<file path="src/pkg/port_xbar_pkg.sv">
// Purpose: constants and carriers for the port crossbar and external interrupt config block
// Assumes: special function register bus with register pages, one system clock
// Notes: the port 3 width option stands in the top module as a parameter
//
// Functional notes
// - second irq polarity bit7: 0 low, 1 high
// - bits 6:4 pick port1 pin for second irq
// - first irq polarity bit3: 0 low, 1 high
// - bits 2:0 pick port1 pin for first irq
// - irq watches pin independent of crossbar routing
// - skipped pins never handed to a peripheral
// - bit7 low enables pullups except analog pins
// - bit6 enables crossbar pin routing
// - bit0 routes LIN transmit and receive pins, only while bit6 is also set
// - skip mask bit n skips port2 pin n
// - port3 write sets latch, read returns pins
// - port3 register on every page, bit addressable
// - small package implements port3 bit 0 only
package port_xbar_pkg;

    // =====================================================
    // register map
    localparam logic [7:0] ADDR_PORT3_DATA = 8'hB0;
    localparam logic [7:0] ADDR_XBAR_CTRL2 = 8'hC7;
    localparam logic [7:0] ADDR_P2_SKIP = 8'hD6;
    localparam logic [7:0] ADDR_EXT_IRQ_CFG = 8'hE4;
    localparam logic [7:0] CFG_PAGE = 8'h0F;

    // =====================================================
    // reset values
    localparam logic [7:0] RST_PORT3_DATA = 8'hFF;
    localparam logic [7:0] RST_XBAR_CTRL2 = 8'h00;
    localparam logic [7:0] RST_P2_SKIP = 8'h00;
    localparam logic [7:0] RST_EXT_IRQ_CFG = 8'h00;

    // =====================================================
    // field positions
    localparam int unsigned IRQ_B_POL_BIT = 7;
    localparam int unsigned IRQ_B_SEL_LSB = 4;
    localparam int unsigned IRQ_A_POL_BIT = 3;
    localparam int unsigned IRQ_A_SEL_LSB = 0;
    localparam int unsigned WEAK_PUD_BIT = 7;
    localparam int unsigned XBAR_EN_BIT = 6;
    localparam int unsigned LIN_ROUTE_BIT = 0;

    // =====================================================
    // carriers
    typedef struct packed {
        logic [7:0] addr;
        logic [7:0] page;
        logic wr;
        logic rd;
        logic bit_wr;
        logic [2:0] bit_idx;
        logic bit_val;
        logic [7:0] wdata;
    } sfr_req_t;

    typedef struct packed {
        logic ext_irq_b_polarity;
        logic [2:0] ext_irq_b_pin_select;
        logic ext_irq_a_polarity;
        logic [2:0] ext_irq_a_pin_select;
        logic weak_pullup_disable;
        logic crossbar_enable;
        logic lin_pin_route_enable;
        logic [7:0] port2_skip_mask;
        logic [7:0] port3_data;
    } port_cfg_t;

endpackage

</file>
<file path="src/hdl/ext_irq_sync.sv">
// Purpose: pin select, two-flop synchroniser and polarity for one external interrupt
// Assumes: pins may change at any time relative to the system clock
// Notes: output lags the pin by three clock-enabled edges
`timescale 1ns/1ps
`default_nettype none
module ext_irq_sync (
    // clock and reset
    input wire logic i_clk_sys,
    input wire logic i_rst_b,
    input wire logic i_ce,
    // selection
    input wire logic [7:0] i_pins,
    input wire logic [2:0] i_sel,
    input wire logic i_active_high,
    // request
    output logic o_req_q
);
    logic meta_q, meta_d;
    logic sync_q, sync_d;
    logic req_d;

    // =====================================================
    // next values; the first flop feeds only the second
    always_comb begin
        meta_d = meta_q;
        sync_d = sync_q;
        req_d = o_req_q;
        if (i_ce) begin
            meta_d = i_pins[i_sel];
            sync_d = meta_q;
            req_d = sync_q ~^ i_active_high;
        end
    end

    // reset to idle: no request
    always_ff @(posedge i_clk_sys) begin
        if (!i_rst_b) begin
            meta_q <= 1'b0;
            sync_q <= 1'b0;
            o_req_q <= 1'b0;
        end else begin
            meta_q <= meta_d;
            sync_q <= sync_d;
            o_req_q <= req_d;
        end
    end
endmodule
`default_nettype wire

</file>
<file path="src/hdl/port_crossbar_ext_int_config.sv">
// Purpose: port crossbar controls, port 2 skip mask, port 3 data and external irq routing
// Assumes: register bus inputs synchronous to i_clk_sys; one access per cycle
// Notes: all outputs registered; effects show one edge after their cause, the interrupt requests three edges after the pin
`timescale 1ns/1ps
`default_nettype none
module port_crossbar_ext_int_config #(
    parameter bit P3_FULL = 1'b1 // 1: large package, all eight port 3 bits
) (
    // clock, reset, enable
    input wire logic i_clk_sys,
    input wire logic i_rst_b,
    input wire logic i_ce,
    // register bus
    input wire port_xbar_pkg::sfr_req_t i_sfr,
    output logic [7:0] o_sfr_rdata,
    // port 1 pins watched by the interrupts
    input wire logic [7:0] i_p1_pin,
    output logic o_ext_irq_a,
    output logic o_ext_irq_b,
    // port 2 crossbar assignment
    output logic [7:0] o_p2_xbar_grant,
    // port 3 pins
    input wire logic [7:0] i_p3_pin,
    input wire logic [7:0] i_p3_analog,
    output logic [7:0] o_p3_out,
    output logic [7:0] o_p3_oe_b,
    output logic [7:0] o_p3_pullup_en,
    // LIN routing
    input wire logic i_lin_tx,
    input wire logic i_lin_rx_pin,
    output logic o_lin_tx_pin,
    output logic o_lin_tx_oe_b,
    output logic o_lin_rx
);
    import port_xbar_pkg::*;

    // implemented port 3 bits
    localparam logic [7:0] P3_MASK = P3_FULL ? 8'hFF : 8'h01;

    port_cfg_t cfg_q, cfg_d;
    logic [7:0] rdata_d;
    logic [7:0] grant_d;
    logic [7:0] pullup_d;
    logic [7:0] oe_b_d;
    logic lin_route;
    logic lin_tx_oe_b_d;
    logic lin_tx_pin_d;
    logic lin_rx_d;
    logic sel_p3, sel_xbar, sel_skip, sel_irq;
    logic any_wr;

    // =====================================================
    // address decode
    // port 3 ignores the page, the config registers need page 0x0F
    always_comb begin
        sel_p3 = (i_sfr.addr == ADDR_PORT3_DATA);
        sel_xbar = (i_sfr.page == CFG_PAGE) && (i_sfr.addr == ADDR_XBAR_CTRL2);
        sel_skip = (i_sfr.page == CFG_PAGE) && (i_sfr.addr == ADDR_P2_SKIP);
        sel_irq = (i_sfr.page == CFG_PAGE) && (i_sfr.addr == ADDR_EXT_IRQ_CFG);
        any_wr = i_sfr.wr || i_sfr.bit_wr;
    end

    // =====================================================
    // register file next values
    // bit writes only reach port 3, the one bit-addressable register here
    always_comb begin
        cfg_d = cfg_q;
        if (i_ce && i_sfr.wr) begin
            if (sel_irq) begin
                cfg_d.ext_irq_b_polarity = i_sfr.wdata[IRQ_B_POL_BIT];
                cfg_d.ext_irq_b_pin_select = i_sfr.wdata[IRQ_B_SEL_LSB +: 3];
                cfg_d.ext_irq_a_polarity = i_sfr.wdata[IRQ_A_POL_BIT];
                cfg_d.ext_irq_a_pin_select = i_sfr.wdata[IRQ_A_SEL_LSB +: 3];
            end
            if (sel_xbar) begin
                cfg_d.weak_pullup_disable = i_sfr.wdata[WEAK_PUD_BIT];
                cfg_d.crossbar_enable = i_sfr.wdata[XBAR_EN_BIT];
                cfg_d.lin_pin_route_enable = i_sfr.wdata[LIN_ROUTE_BIT];
                // bits 5:1 hold nothing; software keeps them zero
            end
            if (sel_skip) begin
                cfg_d.port2_skip_mask = i_sfr.wdata;
            end
            if (sel_p3) begin
                cfg_d.port3_data = i_sfr.wdata & P3_MASK;
            end
        end else if (i_ce && i_sfr.bit_wr && sel_p3) begin
            cfg_d.port3_data[i_sfr.bit_idx] = i_sfr.bit_val & P3_MASK[i_sfr.bit_idx];
        end
    end

    always_ff @(posedge i_clk_sys) begin
        if (!i_rst_b) begin
            cfg_q.ext_irq_b_polarity <= RST_EXT_IRQ_CFG[IRQ_B_POL_BIT];
            cfg_q.ext_irq_b_pin_select <= RST_EXT_IRQ_CFG[IRQ_B_SEL_LSB +: 3];
            cfg_q.ext_irq_a_polarity <= RST_EXT_IRQ_CFG[IRQ_A_POL_BIT];
            cfg_q.ext_irq_a_pin_select <= RST_EXT_IRQ_CFG[IRQ_A_SEL_LSB +: 3];
            cfg_q.weak_pullup_disable <= RST_XBAR_CTRL2[WEAK_PUD_BIT];
            cfg_q.crossbar_enable <= RST_XBAR_CTRL2[XBAR_EN_BIT];
            cfg_q.lin_pin_route_enable <= RST_XBAR_CTRL2[LIN_ROUTE_BIT];
            cfg_q.port2_skip_mask <= RST_P2_SKIP;
            cfg_q.port3_data <= RST_PORT3_DATA & P3_MASK;
        end else begin
            cfg_q <= cfg_d;
        end
    end

    // =====================================================
    // pin-facing next values, from the next register state
    // so a write and its effect land on the same edge; held while disabled
    always_comb begin
        grant_d = o_p2_xbar_grant;
        pullup_d = o_p3_pullup_en;
        oe_b_d = o_p3_oe_b;
        lin_tx_oe_b_d = o_lin_tx_oe_b;
        lin_tx_pin_d = o_lin_tx_pin;
        lin_rx_d = o_lin_rx;
        // LIN is a crossbar peripheral, so it also needs the crossbar on
        lin_route = cfg_d.crossbar_enable && cfg_d.lin_pin_route_enable;
        if (i_ce) begin
            // skipped pins are never offered to a peripheral
            grant_d = cfg_d.crossbar_enable ? ~cfg_d.port2_skip_mask : 8'h00;
            // analog pins never get a pullup
            pullup_d = cfg_d.weak_pullup_disable ? 8'h00 : (~i_p3_analog & P3_MASK);
            // digital pins drive their latch; analog and absent bits stay released
            oe_b_d = i_p3_analog | ~P3_MASK;
            lin_tx_oe_b_d = !lin_route;
            lin_tx_pin_d = lin_route ? i_lin_tx : 1'b1;
            // idle receive level is recessive high when unrouted
            lin_rx_d = lin_route ? i_lin_rx_pin : 1'b1;
        end
    end

    // =====================================================
    // read data, unmapped addresses answer zero
    always_comb begin
        rdata_d = o_sfr_rdata;
        if (i_ce && i_sfr.rd) begin
            unique case (1'b1)
                sel_p3: rdata_d = i_p3_pin & P3_MASK;
                sel_xbar: rdata_d = {cfg_q.weak_pullup_disable, cfg_q.crossbar_enable,
                                     5'b00000, cfg_q.lin_pin_route_enable};
                sel_skip: rdata_d = cfg_q.port2_skip_mask;
                sel_irq: rdata_d = {cfg_q.ext_irq_b_polarity, cfg_q.ext_irq_b_pin_select,
                                    cfg_q.ext_irq_a_polarity, cfg_q.ext_irq_a_pin_select};
                default: rdata_d = 8'h00;
            endcase
        end
    end

    // output flops only register; the enable is handled in the next-value logic
    always_ff @(posedge i_clk_sys) begin
        if (!i_rst_b) begin
            o_sfr_rdata <= 8'h00;
            o_p2_xbar_grant <= 8'h00;
            o_p3_pullup_en <= 8'h00;
            o_p3_oe_b <= 8'hFF;
            o_lin_tx_pin <= 1'b1;
            o_lin_tx_oe_b <= 1'b1;
            o_lin_rx <= 1'b1;
        end else begin
            o_sfr_rdata <= rdata_d;
            o_p2_xbar_grant <= grant_d;
            o_p3_pullup_en <= pullup_d;
            o_p3_oe_b <= oe_b_d;
            o_lin_tx_pin <= lin_tx_pin_d;
            o_lin_tx_oe_b <= lin_tx_oe_b_d;
            o_lin_rx <= lin_rx_d;
        end
    end

    // =====================================================
    // port 3 output latch, one flop per pin
    for (genvar n = 0; n < 8; n++) begin : g_p3
        always_ff @(posedge i_clk_sys) begin
            if (!i_rst_b) begin
                o_p3_out[n] <= RST_PORT3_DATA[n] & P3_MASK[n];
            end else begin
                o_p3_out[n] <= cfg_d.port3_data[n];
            end
        end
    end

    // =====================================================
    // external interrupts see port 1 directly, not the crossbar output
    ext_irq_sync u_irq_a (
        .i_clk_sys(i_clk_sys),
        .i_rst_b(i_rst_b),
        .i_ce(i_ce),
        .i_pins(i_p1_pin),
        .i_sel(cfg_q.ext_irq_a_pin_select),
        .i_active_high(cfg_q.ext_irq_a_polarity),
        .o_req_q(o_ext_irq_a)
    );

    ext_irq_sync u_irq_b (
        .i_clk_sys(i_clk_sys),
        .i_rst_b(i_rst_b),
        .i_ce(i_ce),
        .i_pins(i_p1_pin),
        .i_sel(cfg_q.ext_irq_b_pin_select),
        .i_active_high(cfg_q.ext_irq_b_polarity),
        .o_req_q(o_ext_irq_b)
    );

    // =====================================================
    // checks
    skip_grant_a: assert property (@(posedge i_clk_sys) disable iff (!i_rst_b)
        (i_ce && i_sfr.wr && sel_skip) |=> ((o_p2_xbar_grant & $past(i_sfr.wdata)) == 8'h00))
        else $error("skipped port 2 pin still granted");

    xbar_off_a: assert property (@(posedge i_clk_sys) disable iff (!i_rst_b)
        (i_ce && i_sfr.wr && sel_xbar && !i_sfr.wdata[XBAR_EN_BIT])
        |=> (o_p2_xbar_grant == 8'h00) && o_lin_tx_oe_b)
        else $error("crossbar disabled but pins still routed");

    pullup_ctl_a: assert property (@(posedge i_clk_sys) disable iff (!i_rst_b)
        (i_ce && i_sfr.wr && sel_xbar)
        |=> o_p3_pullup_en == ($past(i_sfr.wdata[WEAK_PUD_BIT]) ? 8'h00 : (~$past(i_p3_analog) & P3_MASK)))
        else $error("weak pullup state wrong after control write");

    lin_route_a: assert property (@(posedge i_clk_sys) disable iff (!i_rst_b)
        (i_ce && i_sfr.wr && sel_xbar && !i_sfr.wdata[LIN_ROUTE_BIT]) |=> o_lin_tx_oe_b && o_lin_rx)
        else $error("LIN reached a pin while unrouted");

    p3_latch_a: assert property (@(posedge i_clk_sys) disable iff (!i_rst_b)
        (i_ce && i_sfr.wr && sel_p3) |=> o_p3_out == ($past(i_sfr.wdata) & P3_MASK))
        else $error("port 3 latch did not take written byte");

    p3_read_a: assert property (@(posedge i_clk_sys) disable iff (!i_rst_b)
        (i_ce && i_sfr.rd && sel_p3) |=> o_sfr_rdata == ($past(i_p3_pin) & P3_MASK))
        else $error("port 3 read did not return pin levels");

    p3_bit_a: assert property (@(posedge i_clk_sys) disable iff (!i_rst_b)
        (i_ce && !i_sfr.wr && i_sfr.bit_wr && sel_p3 && P3_MASK[i_sfr.bit_idx])
        |=> o_p3_out[$past(i_sfr.bit_idx)] == $past(i_sfr.bit_val))
        else $error("port 3 bit write lost");

    p3_narrow_a: assert property (@(posedge i_clk_sys) disable iff (!i_rst_b)
        (o_p3_out & ~P3_MASK) == 8'h00)
        else $error("absent port 3 bit driven");

    irq_a_path_a: assert property (@(posedge i_clk_sys) disable iff (!i_rst_b)
        (i_ce && !any_wr) [*4]
        |-> o_ext_irq_a == ($past(i_p1_pin[cfg_q.ext_irq_a_pin_select], 3) ~^ cfg_q.ext_irq_a_polarity))
        else $error("first interrupt request does not follow selected pin");

    irq_b_path_a: assert property (@(posedge i_clk_sys) disable iff (!i_rst_b)
        (i_ce && !any_wr) [*4]
        |-> o_ext_irq_b == ($past(i_p1_pin[cfg_q.ext_irq_b_pin_select], 3) ~^ cfg_q.ext_irq_b_polarity))
        else $error("second interrupt request does not follow selected pin");
endmodule
`default_nettype wire

</file>
<file path="config.mk">
export PLATFORM = sky130hd
export DESIGN_NAME = port_crossbar_ext_int_config
export DESIGN_NICKNAME = d
export VERILOG_FILES = /design/src/pkg/port_xbar_pkg.sv /design/src/hdl/ext_irq_sync.sv /design/src/hdl/port_crossbar_ext_int_config.sv
export SDC_FILE = /design/constraint.sdc
export NUM_CORES = 1
export LEC_CHECK = 0
export BUFFER_PORTS_ARGS = -buffer_cell sky130_fd_sc_hd__buf_2
export CELL_PAD_IN_SITES_DETAIL_PLACEMENT = 1
export CELL_PAD_IN_SITES_GLOBAL_PLACEMENT = 1
export CORE_ASPECT_RATIO = 0.75
export CORE_MARGIN = 3
export CORE_UTILIZATION = 37
export DETAILED_ROUTE_END_ITERATION = 8
export GPL_TIMING_DRIVEN = 0
export HOLD_SLACK_MARGIN = 0.06
export PLACE_DENSITY = 0.87
export RECOVER_POWER = 25
export SETUP_SLACK_MARGIN = 0.1
export SYNTH_ARGS = -nofsm -noshare
export SYNTH_HDL_FRONTEND = slang
export SYNTH_SLANG_ARGS = --single-unit
</file>
<file path="constraint.sdc">
create_clock -name i_clk_sys -period 2.3 [get_ports i_clk_sys]
set_input_delay 0 -clock i_clk_sys [delete_from_list [all_inputs] [get_ports i_clk_sys]]
set_output_delay 0 -clock i_clk_sys [all_outputs]
set_load 0.03 [all_outputs]
</file>
==> impl_results.rst <==
.. list-table::
   :header-rows: 1

   * - Metric
     - Value
   * - Result of the run
     - completed
   * - Post-synthesis sequential element count
     - between 60 and 70
   * - Buffers inserted by post-CTS timing repair
     - 0
   * - Detailed-placement wirelength estimate
     - between 7000 and 8000 um
   * - Clock root buffer
     - sky130_fd_sc_hd__clkbuf_16
   * - Max_cap viols
     - 0
   * - Pin count of the biggest net entering global routing
     - 14
   * - Vias per std cell
     - 5.42
   * - Final Max Slew Viols
     - 0
   * - Routability cong.
     - between 0.8 and 0.9
   * - Max Root-Sink Buffers
     - 2
   * - Most frequent cell after synthesis
     - sky130_fd_sc_hd__dfxtp_1
   * - Detailed-route wire length per cell
     - ~19 um
   * - Worst-path clk slew
     - 0.06 ns
   * - Clk Latency, worst-skew pair
     - about 0.33 ns
   * - Biggest fanout along the worst timing path
     - 10
   * - Unrepaired setup endpoints after global routing
     - false
   * - Post-synth EDFFs
     - 0
   * - Critical Path Sink Type
     - flop
   * - Wire length of the first global-routing pass
     - about 17000 um
   * - Total via count in the routed design
     - about 3000
   * - GRT Total Usage
     - ~22%
   * - Port Buf Inserts
     - between 100 and 150
   * - Synth Cell Area
     - about 0.0032 sq mm
   * - Max VDD drop
     - about 0.42 mV
   * - Post-Route WL
     - approximately 11000 um
   * - Number of nets in the synthesized netlist
     - 380
   * - DRC marker count from the first detailed-route iteration
     - 138
   * - Area of the die
     - between 0.009 and 0.01 sq mm
   * - Lkg Pwr
     - 1.79 nW
   * - Setup slack of the critical path after layout
     - between 0.3 and 0.4 ns
   * - Share of async-settable or async-resettable flops after synthesis
     - 0%
   * - Remaining max-slew budget at the tightest pin
     - between 50% and 60%
   * - Via count of the first global-routing pass
     - around 3300
   * - Ys flop type
     - sky130_fd_sc_hd__dfxtp_1
   * - Synth top area share
     - 43.2%
   * - Worst slack, placed
     - about 0.14 ns
   * - Dominant cells by area after synthesis
     - sky130_fd_sc_hd__dfxtp_1 43%, sky130_fd_sc_hd__mux2i_1 9.8%, sky130_fd_sc_hd__nor2b_1 5.6%, sky130_fd_sc_hd__nand2_1 4.0%, sky130_fd_sc_hd__o211a_1 2.9%
   * - Number of diodes
     - 0
   * - Number of warnings printed during yosys synthesis
     - 0
   * - Number of clock buffers inserted by TritonCTS
     - 9
   * - Initial Utilization
     - 39.0%
   * - Total number of nets in the final design
     - between 500 and 600
   * - Horizontal die dimension
     - ~110 um
   * - Clock tree skew after final layout
     - 0.00643 ns
   * - Setup total negative slack
     - 0 ns
   * - Vertical extent of the die
     - 85.9 um
   * - I/O pins
     - around 110
   * - Synth area leader
     - sky130_fd_sc_hd__dfxtp_1
   * - Cells after synthesis
     - between 300 and 400
   * - Avg Cell Area, Syn
     - slightly below 10 sq um
   * - Core area
     - about 0.0081 sq mm
   * - Deepest level of the CTS H-tree
     - 3
   * - Worst hold path class
     - primary input to flop
   * - Core Rows
     - 28
   * - Share of post-route cells with drive strength above 1
     - 25.7%
   * - Count of final hold-check violations
     - 0
   * - Crit path kind
     - primary input to flop
   * - Post-route fraction of the period consumed by the critical path
     - about 84%
   * - Sequential share of the synthesized area
     - between 40% and 50%
   * - Area added between synthesis and finish
     - 36.7%
   * - Sinks on the clock net
     - just under 70
   * - Maximum achievable frequency
     - 518 MHz
   * - Transition time at the pin with the least slew margin
     - between 0.6 and 0.7 ns
   * - Antenna violations before repair
     - 0
   * - Crit path DAT
     - about 2.2 ns
   * - Commonest cells in the synthesized netlist
     - 68 x sky130_fd_sc_hd__dfxtp_1, 34 x sky130_fd_sc_hd__nand2_1, 31 x sky130_fd_sc_hd__mux2i_1
   * - Setup violations, final
     - 0
   * - Pwr dens
     - roughly 670 mW/mm^2
   * - Detailed-routing iteration count for the pre-antenna-repair pass
     - 4
   * - Critical Path RT
     - 2.57 ns
   * - Final Critical Period
     - between 1.5 and 2 ns
   * - Overflow left after global routing
     - 0
   * - DRC errors left
     - 0
   * - Setup crit start kind
     - primary input
   * - Count of unique library cells instantiated by Yosys
     - 44
   * - Clock tree from TritonCTS
     - yes
   * - Antenna-violating nets left
     - 0
==> registers in the layout, summed over array words and instances, names as in the netlist <==
register         cells
u_irq_a.sync_q       1
u_irq_a.meta_q       1
o_lin_rx             1
o_p2_xbar_grant      8
cfg_q               27
u_irq_b.meta_q       1
o_p3_oe_b            8
u_irq_b.sync_q       1
o_lin_tx_oe_b        1
o_sfr_rdata          8
u_irq_b.o_req_q      1
o_p3_pullup_en       8
o_lin_tx_pin         1
u_irq_a.o_req_q      1
==> power breakdown <==
part	internal (mW)	leakage, nW	switching, mW
sequential	1.20	0.553	0.0126
combinational	0.119	1.10	0.170
clock	0.844	0.138	0.524
==> cells by family (layout without fill, tap and decap cells) <==
group                     after synthesis  after routing  synth area share [%]
muxes                                  36             36                  13.1
and+or+nand+nor                       114            114                  20.8
buffers and inverters                  27            170                  4.40
DFF                                    68             68                  43.2
AOI/OAI and AO/OA                      73             73                  18.1
xor gates and xnor gates                2              2                 0.556
==> through the flow <==
| step | cells | cell area (sq um) | hold WS [ns] | power [mW] | util [%] |
|---|---|---|---|---|---|
| after floorplan | 320 | 3150 | 0.0998 | 1.37 | - |
| after global placement | 528 | 3800 | 0.198 | 1.49 | 47.0 |
| after detailed placement | 528 | 3800 | 0.210 | 1.50 | 47.0 |
| after CTS | 568 | 4340 | 0.0600 | 2.90 | 53.6 |
| after global routing | 568 | 4310 | 0.104 | 2.97 | 53.3 |
| final | 568 | 4310 | 0.0713 | 2.87 | 53.3 |
==> worst paths after layout <==
kind	start	cells after the start	slack, ns	to
min reg2reg	o_p3_pullup_en[3]	2	0.46	o_p3_pullup_en[3]
min	i_sfr[6]	3	0.07	cfg_q[25]
max reg2reg	cfg_q[19]	4	0.83	u_irq_a.meta_q
max	i_ce	6	0.37	cfg_q[7]
==> metal layers <==
metal | vias to the layer above | share of wire [%] | GRT usage (%)
met5 | - | 0 | 0
met4 | 0 | 1.3 | 5.90
met3 | 15 | 8.9 | 7.69
met2 | 123 | 44 | 35.4
met1 | 1491 | 46 | 28.8
li1 | 1449 | - | -
==> worst max-delay path, stage by stage <==
cell	delay [ns]
sky130_fd_sc_hd__clkbuf_1	0.26
sky130_fd_sc_hd__clkbuf_1	0.57
sky130_fd_sc_hd__and4_1	0.37
sky130_fd_sc_hd__and3_1	0.29
sky130_fd_sc_hd__a31o_2	0.18
sky130_fd_sc_hd__dlygate4sd3_1	0.53
==> placed cells by master (no fill, tap or decap), types with 4 or more instances in the layout <==
cell / instances
sky130_fd_sc_hd__buf_2: 76
sky130_fd_sc_hd__dfxtp_1: 68
sky130_fd_sc_hd__clkbuf_1: 39
sky130_fd_sc_hd__nand2_1: 34
sky130_fd_sc_hd__mux2i_1: 31
sky130_fd_sc_hd__nor2b_1: 27
sky130_fd_sc_hd__dlygate4sd3_1: 24
sky130_fd_sc_hd__nand3_1: 17
sky130_fd_sc_hd__and2_1: 13
sky130_fd_sc_hd__o21ai_0: 11
sky130_fd_sc_hd__buf_4: 10
sky130_fd_sc_hd__o211a_1: 9
sky130_fd_sc_hd__o21ai_1: 9
sky130_fd_sc_hd__clkbuf_16: 9
sky130_fd_sc_hd__a32o_1: 8
sky130_fd_sc_hd__a221oi_1: 7
sky130_fd_sc_hd__a21oi_1: 6
sky130_fd_sc_hd__a21o_1: 5
sky130_fd_sc_hd__mux4_2: 4
==> final cells by class <==
class,count,area [sq um]
fillers,948,3780
clock inverters,7,75.1
flip-flops and latches,68,1360
repair buffers,127,722
inverters,2,7.51
clock buffers,9,225
plain buffers,25,134
multi-input cells,225,1660
well taps,105,131
==> what timing repair did <==
action / CTS / global route
hold endpoints to repair: 36 / 0
resized for setup: 0 / 4
endpoints found under the setup margin: 0 / 1
hold buffers: 24 / 0
Note: power is estimated with default switching activity, not from simulation.
